--- src/rtl/port_cfg_pkg.sv ---
// Constants for the per-port lookup, spanning-tree and PTP configuration bank.
// Assumes a 32-bit AHB-Lite bus with one word per register index.
package port_cfg_pkg;

  // ****************************************
  // Register indices and byte addresses
  // ****************************************
  localparam logic [15:0] IDX_LOOKUP_CTRL = 16'h0b00;
  localparam logic [15:0] IDX_TREE_PTR = 16'h0b01;
  localparam logic [15:0] IDX_TREE_STATE = 16'h0b04;
  localparam logic [15:0] IDX_RX_DELAY = 16'h0c00;
  localparam logic [15:0] IDX_TX_DELAY = 16'h0c02;
  localparam logic [15:0] IDX_ASYM = 16'h0c04;
  // Byte address is four times the index
  localparam logic [15:0] ADDR_LOOKUP_CTRL = {IDX_LOOKUP_CTRL[13:0], 2'b00};
  localparam logic [15:0] ADDR_TREE_PTR = {IDX_TREE_PTR[13:0], 2'b00};
  localparam logic [15:0] ADDR_TREE_STATE = {IDX_TREE_STATE[13:0], 2'b00};
  localparam logic [15:0] ADDR_RX_DELAY = {IDX_RX_DELAY[13:0], 2'b00};
  localparam logic [15:0] ADDR_TX_DELAY = {IDX_TX_DELAY[13:0], 2'b00};
  localparam logic [15:0] ADDR_ASYM = {IDX_ASYM[13:0], 2'b00};

  // ****************************************
  // Field positions
  // ****************************************
  localparam int CTRL_NULL_VID = 7;
  localparam int CTRL_VLAN_FILTER = 6;
  localparam int CTRL_PVID_DISCARD = 5;
  localparam int CTRL_MAC_AUTH = 4;
  localparam int CTRL_SELF_FILTER = 3;
  localparam int STATE_TX_EN = 2;
  localparam int STATE_RX_EN = 1;
  localparam int STATE_LEARN_DIS = 0;
  localparam int ASYM_SIGN = 15;
  localparam int CORR_FRAC_BITS = 16;
  localparam int TREE_INSTANCES = 8;

  // ****************************************
  // Reset values and masks
  // ****************************************
  localparam logic [7:0] CTRL_RESET = 8'h00;
  localparam logic [7:0] CTRL_RW_MASK = 8'hfa;
  localparam logic [7:0] PTR_RESET = 8'h00;
  localparam logic STATE_TX_RESET = 1'b1;
  localparam logic STATE_RX_RESET = 1'b1;
  localparam logic STATE_LEARN_RESET = 1'b0;
  localparam logic [15:0] RX_DELAY_RESET_NS = 16'h019f;
  localparam logic [15:0] TX_DELAY_RESET_NS = 16'h002d;
  localparam logic [15:0] ASYM_RESET = 16'h0000;

  // ****************************************
  // PTP message types
  // ****************************************
  localparam logic [3:0] MSG_SYNC = 4'h0;
  localparam logic [3:0] MSG_DELAY_REQ = 4'h1;
  localparam logic [3:0] MSG_PDELAY_REQ = 4'h2;
  localparam logic [3:0] MSG_PDELAY_RESP = 4'h3;

endpackage

--- src/rtl/port_lookup_ptp_config.sv ---
// Per-port ingress lookup policy, spanning-tree state and PTP delay configuration.
// Assumes an AHB-Lite master with single word transfers and a lookup engine that
// presents one frame per FRAME_VALID pulse with its VLAN membership already resolved.
//
// Contract
// - Null lookup bit set: tagged VID 0 looks up VID 0, else default VID
// - Ingress filtering bit drops frames whose VLAN excludes this port
// - Discard bit drops frames whose VID differs from the default VID
// - Bit 4 enables MAC based 802.1X authentication in the lookup engine
// - Self filtering drops frames whose source MAC equals the switch MAC
// - Self filtering needs both the port bit and the global enable
// - Three-bit read/write instance pointer, reset zero, selects one of eight; the code stores and reads back all eight bits, low three select
// - Eight state entries; state register accesses only the pointed entry
// - State bit 2, reset one, permits transmission
// - State bit 1, reset one, permits reception
// - State bit 0, reset zero, stops source address learning
// - Sixteen-bit receive wire delay in ns, reset 415
// - Sixteen-bit transmit wire delay in ns, reset 45
// - Asymmetry is sign-magnitude: bit 15 negative, 15-bit magnitude, reset zero
// - Add signed asymmetry to ingress Sync and Pdelay_Resp correction
// - Subtract signed asymmetry from egress Delay_Req and Pdelay_Req correction
module port_lookup_ptp_config
  import port_cfg_pkg::*;
(
  input wire logic CLK,
  input wire logic NRST,
  input wire logic HSEL,
  input wire logic [15:0] HADDR,
  input wire logic [1:0] HTRANS,
  input wire logic HWRITE,
  input wire logic [2:0] HSIZE,
  input wire logic [31:0] HWDATA,
  input wire logic HREADY,
  output logic HREADYOUT,
  output logic HRESP,
  output logic [31:0] HRDATA,
  input wire logic FRAME_VALID,
  input wire logic FRAME_TAGGED,
  input wire logic [11:0] FRAME_VID,
  input wire logic [11:0] DEFAULT_VID,
  input wire logic VLAN_MEMBER,
  input wire logic [47:0] SOURCE_MAC,
  input wire logic [47:0] SWITCH_MAC,
  input wire logic GLOBAL_SELF_FILTER,
  output logic DECISION_VALID,
  output logic FRAME_DROP,
  output logic [11:0] LOOKUP_VID,
  output logic MAC_AUTH_EN,
  output logic [7:0] TREE_TX_EN,
  output logic [7:0] TREE_RX_EN,
  output logic [7:0] TREE_LEARN_DIS,
  output logic [15:0] RX_WIRE_DELAY_NS,
  output logic [15:0] TX_WIRE_DELAY_NS,
  input wire logic PTP_VALID,
  input wire logic PTP_INGRESS,
  input wire logic [3:0] PTP_MSG_TYPE,
  input wire logic [63:0] PTP_CORR_IN,
  output logic PTP_CORR_VALID,
  output logic PTP_CORR_OUT_ADJUSTED,
  output logic [63:0] PTP_CORR_OUT
);

  // ****************************************
  // Bus slave
  // ****************************************
  logic addr_phase;
  logic wr_pend;
  logic [15:0] wr_addr;
  logic [7:0] lookup_ctrl;
  logic [7:0] tree_ptr;
  logic [15:0] rx_wire_delay_ns;
  logic [15:0] tx_wire_delay_ns;
  logic [15:0] asymmetry;
  logic [7:0] selected_state;
  logic [31:0] next_rdata;

  // Zero wait states: every transfer completes in its first data phase
  assign HREADYOUT = 1'b1;
  assign HRESP = 1'b0;
  assign addr_phase = HSEL && HTRANS[1] && HREADY;

  always_ff @(posedge CLK) begin
    if (!NRST) begin
      wr_pend <= 1'b0;
      wr_addr <= 16'h0000;
    end else begin
      wr_pend <= addr_phase && HWRITE;
      wr_addr <= HADDR;
    end
  end

  // Entry picked by the pointer at the address phase
  assign selected_state = {5'h00, TREE_TX_EN[tree_ptr[2:0]], TREE_RX_EN[tree_ptr[2:0]],
    TREE_LEARN_DIS[tree_ptr[2:0]]};

  always_comb begin
    next_rdata = 32'h0000_0000;
    case (HADDR)
      ADDR_LOOKUP_CTRL: next_rdata = {24'h000000, lookup_ctrl & CTRL_RW_MASK};
      ADDR_TREE_PTR: next_rdata = {24'h000000, tree_ptr};
      ADDR_TREE_STATE: next_rdata = {24'h000000, selected_state};
      ADDR_RX_DELAY: next_rdata = {16'h0000, rx_wire_delay_ns};
      ADDR_TX_DELAY: next_rdata = {16'h0000, tx_wire_delay_ns};
      ADDR_ASYM: next_rdata = {16'h0000, asymmetry};
      default: next_rdata = 32'h0000_0000;
    endcase
  end

  // Read data is captured at the address phase so it is a flop output
  always_ff @(posedge CLK) begin
    if (!NRST) begin
      HRDATA <= 32'h0000_0000;
    end else if (addr_phase && !HWRITE) begin
      HRDATA <= next_rdata;
    end
  end

  // ****************************************
  // Lookup control register
  // ****************************************
  always_ff @(posedge CLK) begin
    if (!NRST) begin
      lookup_ctrl <= CTRL_RESET;
    end else if (wr_pend && wr_addr == ADDR_LOOKUP_CTRL) begin
      lookup_ctrl <= HWDATA[7:0] & CTRL_RW_MASK;
    end
  end

  assign MAC_AUTH_EN = lookup_ctrl[CTRL_MAC_AUTH];

  // ****************************************
  // Spanning-tree pointer and state
  // ****************************************
  always_ff @(posedge CLK) begin
    if (!NRST) begin
      tree_ptr <= PTR_RESET;
    end else if (wr_pend && wr_addr == ADDR_TREE_PTR) begin
      tree_ptr <= HWDATA[7:0];
    end
  end

  // Upper state bits are not stored, so they read zero
  genvar gi;
  generate
    for (gi = 0; gi < TREE_INSTANCES; gi++) begin : g_tree
      always_ff @(posedge CLK) begin
        if (!NRST) begin
          TREE_TX_EN[gi] <= STATE_TX_RESET;
          TREE_RX_EN[gi] <= STATE_RX_RESET;
          TREE_LEARN_DIS[gi] <= STATE_LEARN_RESET;
        end else if (wr_pend && wr_addr == ADDR_TREE_STATE && tree_ptr[2:0] == 3'(gi)) begin
          TREE_TX_EN[gi] <= HWDATA[STATE_TX_EN];
          TREE_RX_EN[gi] <= HWDATA[STATE_RX_EN];
          TREE_LEARN_DIS[gi] <= HWDATA[STATE_LEARN_DIS];
        end
      end
    end
  endgenerate

  // ****************************************
  // PTP delay registers
  // ****************************************
  always_ff @(posedge CLK) begin
    if (!NRST) begin
      rx_wire_delay_ns <= RX_DELAY_RESET_NS;
    end else if (wr_pend && wr_addr == ADDR_RX_DELAY) begin
      rx_wire_delay_ns <= HWDATA[15:0];
    end
  end

  always_ff @(posedge CLK) begin
    if (!NRST) begin
      tx_wire_delay_ns <= TX_DELAY_RESET_NS;
    end else if (wr_pend && wr_addr == ADDR_TX_DELAY) begin
      tx_wire_delay_ns <= HWDATA[15:0];
    end
  end

  always_ff @(posedge CLK) begin
    if (!NRST) begin
      asymmetry <= ASYM_RESET;
    end else if (wr_pend && wr_addr == ADDR_ASYM) begin
      asymmetry <= HWDATA[15:0];
    end
  end

  assign RX_WIRE_DELAY_NS = rx_wire_delay_ns;
  assign TX_WIRE_DELAY_NS = tx_wire_delay_ns;

  // ****************************************
  // Ingress frame decision
  // ****************************************
  logic use_default_vid;
  logic [11:0] next_lookup_vid;
  logic self_filter_on;
  logic next_drop;

  // Untagged frames always take the default VID
  assign use_default_vid = !FRAME_TAGGED ||
    (FRAME_VID == 12'h000 && !lookup_ctrl[CTRL_NULL_VID]);
  assign next_lookup_vid = use_default_vid ? DEFAULT_VID : FRAME_VID;
  assign self_filter_on = lookup_ctrl[CTRL_SELF_FILTER] && GLOBAL_SELF_FILTER;

  always_comb begin
    next_drop = 1'b0;
    if (lookup_ctrl[CTRL_VLAN_FILTER] && !VLAN_MEMBER) begin
      next_drop = 1'b1;
    end
    if (lookup_ctrl[CTRL_PVID_DISCARD] && next_lookup_vid != DEFAULT_VID) begin
      next_drop = 1'b1;
    end
    if (self_filter_on && SOURCE_MAC == SWITCH_MAC) begin
      next_drop = 1'b1;
    end
  end

  always_ff @(posedge CLK) begin
    if (!NRST) begin
      DECISION_VALID <= 1'b0;
      FRAME_DROP <= 1'b0;
      LOOKUP_VID <= 12'h000;
    end else begin
      DECISION_VALID <= FRAME_VALID;
      if (FRAME_VALID) begin
        FRAME_DROP <= next_drop;
        LOOKUP_VID <= next_lookup_vid;
      end
    end
  end

  // ****************************************
  // PTP correction field adjustment
  // ****************************************
  logic [63:0] next_corr;
  logic next_adjusted;

  asym_correction u_asym (
    .asym(asymmetry),
    .ingress(PTP_INGRESS),
    .msg_type(PTP_MSG_TYPE),
    .corr_in(PTP_CORR_IN),
    .corr_out(next_corr),
    .adjusted(next_adjusted)
  );

  // One cycle of latency; the adder chain is kept out of the message path
  always_ff @(posedge CLK) begin
    if (!NRST) begin
      PTP_CORR_VALID <= 1'b0;
      PTP_CORR_OUT_ADJUSTED <= 1'b0;
      PTP_CORR_OUT <= 64'h0;
    end else begin
      PTP_CORR_VALID <= PTP_VALID;
      if (PTP_VALID) begin
        PTP_CORR_OUT <= next_corr;
        PTP_CORR_OUT_ADJUSTED <= next_adjusted;
      end
    end
  end

  // ****************************************
  // Checks
  // ****************************************
  logic [63:0] chk_asym_value;
  assign chk_asym_value = asymmetry[15] ? (64'h0 - {33'h0, asymmetry[14:0], 16'h0000}) :
    {33'h0, asymmetry[14:0], 16'h0000};
endmodule

--- src/rtl/asym_correction.sv ---
// Combinational asymmetry adjustment of a PTP correction field.
// Assumes the caller registers the result; correction field is ns scaled by 2^16.
module asym_correction
  import port_cfg_pkg::*;
(
  input wire logic [15:0] asym,
  input wire logic ingress,
  input wire logic [3:0] msg_type,
  input wire logic [63:0] corr_in,
  output logic [63:0] corr_out,
  output logic adjusted
);

  logic [63:0] magnitude;
  logic [63:0] signed_value;
  logic do_add;
  logic do_sub;

  // ****************************************
  // Sign-magnitude to two's complement
  // ****************************************
  assign magnitude = {33'h0, asym[14:0], 16'h0000};
  assign signed_value = asym[ASYM_SIGN] ? (64'h0 - magnitude) : magnitude;

  // ****************************************
  // Direction per message type
  // ****************************************
  assign do_add = ingress && (msg_type == MSG_SYNC || msg_type == MSG_PDELAY_RESP);
  assign do_sub = !ingress && (msg_type == MSG_DELAY_REQ || msg_type == MSG_PDELAY_REQ);

  always_comb begin
    corr_out = corr_in;
    if (do_add) begin
      corr_out = corr_in + signed_value;
    end else if (do_sub) begin
      corr_out = corr_in - signed_value;
    end
  end

  assign adjusted = do_add || do_sub;

endmodule

--- config.mk ---
export PLATFORM = sky130hd
export DESIGN_NAME = port_lookup_ptp_config
export DESIGN_NICKNAME = d
export VERILOG_FILES = /design/src/rtl/port_cfg_pkg.sv /design/src/rtl/port_lookup_ptp_config.sv /design/src/rtl/asym_correction.sv
export SDC_FILE = /design/constraint.sdc
export NUM_CORES = 1
export LEC_CHECK = 0
export ABC_AREA = 1
export BUFFER_PORTS_ARGS = -buffer_cell sky130_fd_sc_hd__clkbuf_2
export CAP_MARGIN = 20
export CORE_MARGIN = 2
export CORE_UTILIZATION = 31
export CTS_BUF_LIST = sky130_fd_sc_hd__clkbuf_4 sky130_fd_sc_hd__clkbuf_8
export DETAILED_ROUTE_END_ITERATION = 16
export PLACE_DENSITY = 0.57
export RECOVER_POWER = 25
export SYNTH_ARGS = -nofsm -noshare
export SYNTH_HDL_FRONTEND = slang
export SYNTH_SLANG_ARGS = --single-unit
--- constraint.sdc ---
create_clock -name CLK -period 4.7 [get_ports CLK]
set_clock_uncertainty 0.1 [all_clocks]
set_input_delay 0.47 -clock CLK [delete_from_list [all_inputs] [get_ports CLK]]
set_output_delay 0.47 -clock CLK [all_outputs]
set_load 0.02 [all_outputs]
# == Word level (Yosys, flattened, before mapping) ==
# Cells that the tools add are included.
# word_totals
register_bits,215
out_inout_bits,171
elab_cells,117
inputBits,252
# classes
n_mux,14
eq_ne,24
n_addsub,3
n_reduce_logical,37
magnitude_cmp,1
# op_table
operator,count
$eq 16x14->1 const B,12
$mux 64,3
$pmux 16 s6,1
$add 64x64->64,1
$sub 64x64->64,1
$eq 48x48->1,1
$sub 1x31->32 const A,1
$logic_and 1x1->1,25
$eq 3x3->1 const B,4
$logic_not 12->1,1
$mux 12,1
$ne 12x12->1,1
$bmux 1 s3,3
$eq 4x2->1 const B,2
$eq 3x2->1 const B,2
$mux 1,6
$logic_not 1->1,5
$eq 4x1->1 const B,1
$logic_not 4->1,1
$logic_or 1x1->1,4
$lt 3x4->1 const B,1
$eq 3x1->1 const B,1
$logic_not 3->1,1

# == Depth between registers and ports, before layout ==
# depth
word_depth,8
mapped_depth,30
ltp_nobuf,29

# == Cells and area by module ==
# A second synthesis with hierarchy kept.
# hier_totals
hier_cells,3302
area_unflattened_um2,18763.0
# by_module_without_submodules
module,seq_area_each_um2,area_per_inst_um2,cells_each,instances
asym_correction,0.0,9655.5,2030,1
port_lookup_ptp_config,3983.8,9107.5,1272,1

# == Worst setup path before layout ==
# OpenSTA, ideal clock, no wires.
# synth_timing
path_type,register to register
start,reg asymmetry[3]
end,reg PTP_CORR_OUT[58]
arrival_ns,3.236
path_buffers,0
path_stages_with_launch,22
setup_ns,0.109
required_ns,4.491
path_slack_ns,1.255
period_less_slack_ns,3.445
path_cell_list,dfxtp_1 nor2_1 nand2_1 nor2_1 nand2_1 nand2_1 inv_1 ha_1 inv_1 o21ai_0 nand2_1 nand2_1 inv_1 o21ai_0 nand2_1 nand2_1 nand2_1 nand4_1 nand3_1 nand3_1 nand2_1 inv_1
# synth_between
elab_chain_cells,5
word_cells_on_any_way,6
classes_between,add/sub (3); mux (3)
# synth_rtl
item,line,text
"start, declared",port_lookup_ptp_config.sv:73,logic [15:0] asymmetry;
"start signal, assigned",port_lookup_ptp_config.sv:183,asymmetry <= HWDATA[15:0];
$sub 1x31->32,--,
$mux 64 *,asym_correction.sv:23,assign signed_value = asym[ASYM_SIGN] ? (64'h0 - magnitude) : magnitude;
$sub 64x64->64,asym_correction.sv:36,corr_out = corr_in - signed_value;
$mux 64,asym_correction.sv:35,end else if (do_sub) begin
$mux 64 *,asym_correction.sv:33,if (do_add) begin
"end signal, assigned",port_lookup_ptp_config.sv:255,PTP_CORR_OUT <= next_corr;
"end, declared",port_lookup_ptp_config.sv:60,output logic [63:0] PTP_CORR_OUT
# Every way passes the cells marked *; elsewhere a longest branch is shown, timed or not.
# A chain may end at the register's enable or synchronous reset.

# == Worst setup path in the final report ==
# layout_timing
start,reg asymmetry[0]
end,reg PTP_CORR_OUT[54]
# The elaborated chain is that of the path after synthesis.

==> flow_metrics.tcl <==
set metrics [dict create \
    finalHoldViolations 0 \
    leakage_nw 12.0 \
    peakVddDrop_uv 224 \
    die_h_um 251 \
    ys_ff_latch 199 \
    cts_buffer_depth 2 \
    worstMarginPinSlew_ns 2.38 \
    clkSinkCount 199 \
    drive_gt1_share_pct 12.4 \
    cp_num_buf_inv 3 \
    holdCritPathClass "primary input to flop" \
    final_area_sq_um 22100 \
    vias_per_cell 4.86 \
    place.gp.congestion 1.02 \
    syn_avg_cell_area_sq_um 5.65 \
    critPathTopFamily "simple AND/OR/NAND/NOR gates" \
    reg2reg_to "PTP_CORR_OUT[54]" \
    cts-root-buf "clkbuf_8" \
    path_cells "inv_1 -> ha_1 -> inv_1 -> nor2_1 -> nand3_1 -> nor3_1 -> nand2_1 -> or3_1 -> nand2_1 -> xor2_1 -> ha_1 -> nor2_1 -> nand2_1 -> nor3_1 -> nand2_1 -> nand3b_1 -> nand4_1 -> nand3_1 -> nand2_1 -> nand3_1 -> nand2_1 -> inv_1" \
    yosysWarnings 0 \
    vias 21700 \
    synthArstFlopShare_pct 0 \
    violations "max-capacitance violations, max-slew violations" \
    io_buffers 384 \
    rsz0062_at_grt "false" \
    slew_headroom_pct -58.7 \
    placed_cell_area_sq_um 21300 \
    numCtsBuffers 17 \
    post_drt_wl_per_cell_um 17.4 \
    slowest_stage "nor3_1" \
    crit_path_max_incr_delay_ns 0.36 \
    htree_levels 4 \
    dr.pass1.iters 7 \
    cap_violations 1 \
    dp_hpwl_um 63600 \
    track_usage_pct 24.3 \
    cpMostUsedCell "nand2_1" \
    required_ns 5.09 \
    area_growth_pct 16.7 \
    reg2reg_setup_slack_ns 0.43 \
    yosysSeqAreaShare_pct 21.1 \
    synth_cells 3349 \
    grt_max_degree 93 \
    nets 4032 \
    tritoncts "yes" \
    status "finished with violations" \
    n_fill_cell 6922 \
    cp-start-kind "flop" \
    clk_pin_slew_ns 0.12 \
    r2r_start "asymmetry[0]" \
    setup.worst_path.end_class "flop" \
    crit_type "flop to flop" \
    drcViolationCount 0 \
    start_util_pct 31.3 \
    synth_edf_count 0 \
    fin_crit_ns 4.27 \
    tns_ns 0 \
    stdcell_count 4478 \
    synth_area_sq_um 18900 \
    critPathMaxFanout 4 \
    grt_pass1_wl_um 118000 \
    max_freq_mhz 234 \
    totalWireLength_um 77700 \
    arrival_ns 4.65 \
    place_inst 4411 \
    clock_latency_ns 0.57 \
    drv_slew 48 \
    core_area_sq_um 60400 \
    crit_start "asymmetry[0]" \
    drtIter0Drc 1889 \
    mostFrequentLayoutCell "nand2_1" \
    yosys-top-cells-area "dfxtp_1 (21%), nand2_1 (19%), inv_1 (12%), nor2_1 (8.7%), ha_1 (6.4%)" \
    gr-total-overflow 0 \
    fin_crit_sh_pct 90.8 \
    final_cell_mix "nand2_1 (956), inv_1 (606), nor2_1 (436), clkbuf_2 (330), dfxtp_1 (199)" \
    fp.dieArea_sq_um 63000 \
    synth.distinct_cells 54 \
    antenna_found_initial 8 \
    ioPinCount 423 \
    endpoint "PTP_CORR_OUT[54]" \
    power_density_nw_per_um2 184 \
    synth_top_area_share_pct 21.1 \
    grt_pass1_vias 20300 \
    setup_viol 0 \
    num_rows 90 \
    yosysTopAreaCell "dfxtp_1" \
    finish.utilization_pct 36.5 \
    reg2reg_depth 22 \
    worst-path-stages 22 \
    die_x_um 251 \
    final_antenna_net_count 0 \
    synth_flop_cell "dfxtp_1" \
]
[Yosys cell counts, types with 6 or more instances]
cell type	n
a211oi_1	24
a211oi_2	11
a21oi_1	157
a31oi_1	16
buf_2	56
buf_4	28
clkbuf_1	50
dfxtp_1	199
ha_1	97
inv_1	606
inv_2	15
nand2_1	956
nand2_2	6
nand3_1	180
nand3_2	6
nand3b_1	7
nand4_1	79
nor2_1	437
nor2_2	14
nor3_1	29
nor3_2	7
o211ai_1	39
o21ai_0	179
o21ai_1	8
o21bai_1	10
o221ai_1	6
o22ai_1	24
xor2_1	47
[routing by layer]
| metal | track usage [%] | vias to the layer above | wire length [um] |
|---|---|---|---|
| met5 | 0 | - | 97 |
| met4 | 7.38 | 14 | 2100 |
| met3 | 5.43 | 115 | 6420 |
| met2 | 40.2 | 819 | 35600 |
| met1 | 31.3 | 9654 | 33500 |
| li1 | - | 11100 | - |
[stage by stage]
step | setup slack [ns] | hold slack (ns) | power, mW
finish | 0.432 | 0.0586 | 4.06
global route | 0.0136 | 0.0576 | 4.28
CTS | 0.278 | 0.00881 | 4.10
detailed placement | 0.309 | 0.349 | 2.86
global placement | 0.426 | 0.347 | 2.86
floorplan | 1.25 | 0.334 | 2.46
[state kept, by name, indices dropped and copies added, names as in the netlist]
signal	flops
DECISION_VALID	1
FRAME_DROP	1
HRDATA	16
LOOKUP_VID	12
PTP_CORR_OUT	64
PTP_CORR_OUT_ADJUSTED	1
PTP_CORR_VALID	1
RX_WIRE_DELAY_NS	16
TREE_LEARN_DIS	8
TREE_RX_EN	8
TREE_TX_EN	8
TX_WIRE_DELAY_NS	16
asymmetry	16
lookup_ctrl	6
tree_ptr	8
wr_addr	16
wr_pend	1
[power breakdown]
group	switching, mW	internal (mW)	leakage [nW]
combinational	0.728	0.345	10.2
sequential	0.0293	1.74	1.63
clock	0.788	0.425	0.216
[how the worst min path moves through the flow]
stage / start / to / slack, ns / cells past startpoint
floorplan: tree_ptr[3] / tree_ptr[3] / 0.33 / 2
finish: HWDATA[4] / tree_ptr[4] / 0.06 / 3
global route: HWDATA[15] / asymmetry[15] / 0.06 / 3
detailed placement: tree_ptr[3] / tree_ptr[3] / 0.35 / 2
CTS: HWDATA[15] / asymmetry[15] / 0.009 / 3
global placement: tree_ptr[3] / tree_ptr[3] / 0.35 / 2
[cell type report]
class                      count  area, sq um  share of cell area, %
timing repair buffer         439         2380                   10.8
clock buffer                  18          241                   1.09
multi-input combinational   2402        11900                   54.1
sequential                   199         3980                   18.1
antenna                        1         2.50                 0.0113
inverter                     623         2340                   10.6
clock inverter                14          193                  0.873
tap                          782          978                   4.44
[logic make-up (layout without fill, tap and decap cells)]
logic type | Yosys count | after routing | synth area share (%)
AOI/OAI and AO/OA | 488 | 488 | 15.0
adders and majority gates | 98 | 98 | 6.52
xor gates and xnor gates | 50 | 50 | 2.32
and+or+nand+nor | 1748 | 1748 | 38.9
DFF | 199 | 199 | 21.1
other | 2 | 19 | 0.0397
buffers and inverters | 764 | 1094 | 16.2
[worst reg2reg max path: stages, from the launching register on]
cell	delay (ns)
dfxtp_1	0.35
inv_1	0.14
ha_1	0.17
inv_1	0.05
nor2_1	0.15
nand3_1	0.12
nor3_1	0.19
nand2_1	0.10
or3_1	0.34
nand2_1	0.08
xor2_1	0.32
ha_1	0.34
nor2_1	0.21
nand2_1	0.16
nor3_1	0.36
nand2_1	0.11
nand3b_1	0.24
nand4_1	0.14
nand3_1	0.13
nand2_1	0.18
nand3_1	0.09
nand2_1	0.10
inv_1	0.04
[repair_timing]
item / CTS / global route
hold endpoints to repair: 33 / 0
endpoints found under the setup margin: 0 / 13
gates resized for setup: 0 / 3
hold buffers: 34 / 0
setup buffers: 0 / 0
(Power assumes the default switching activity.)
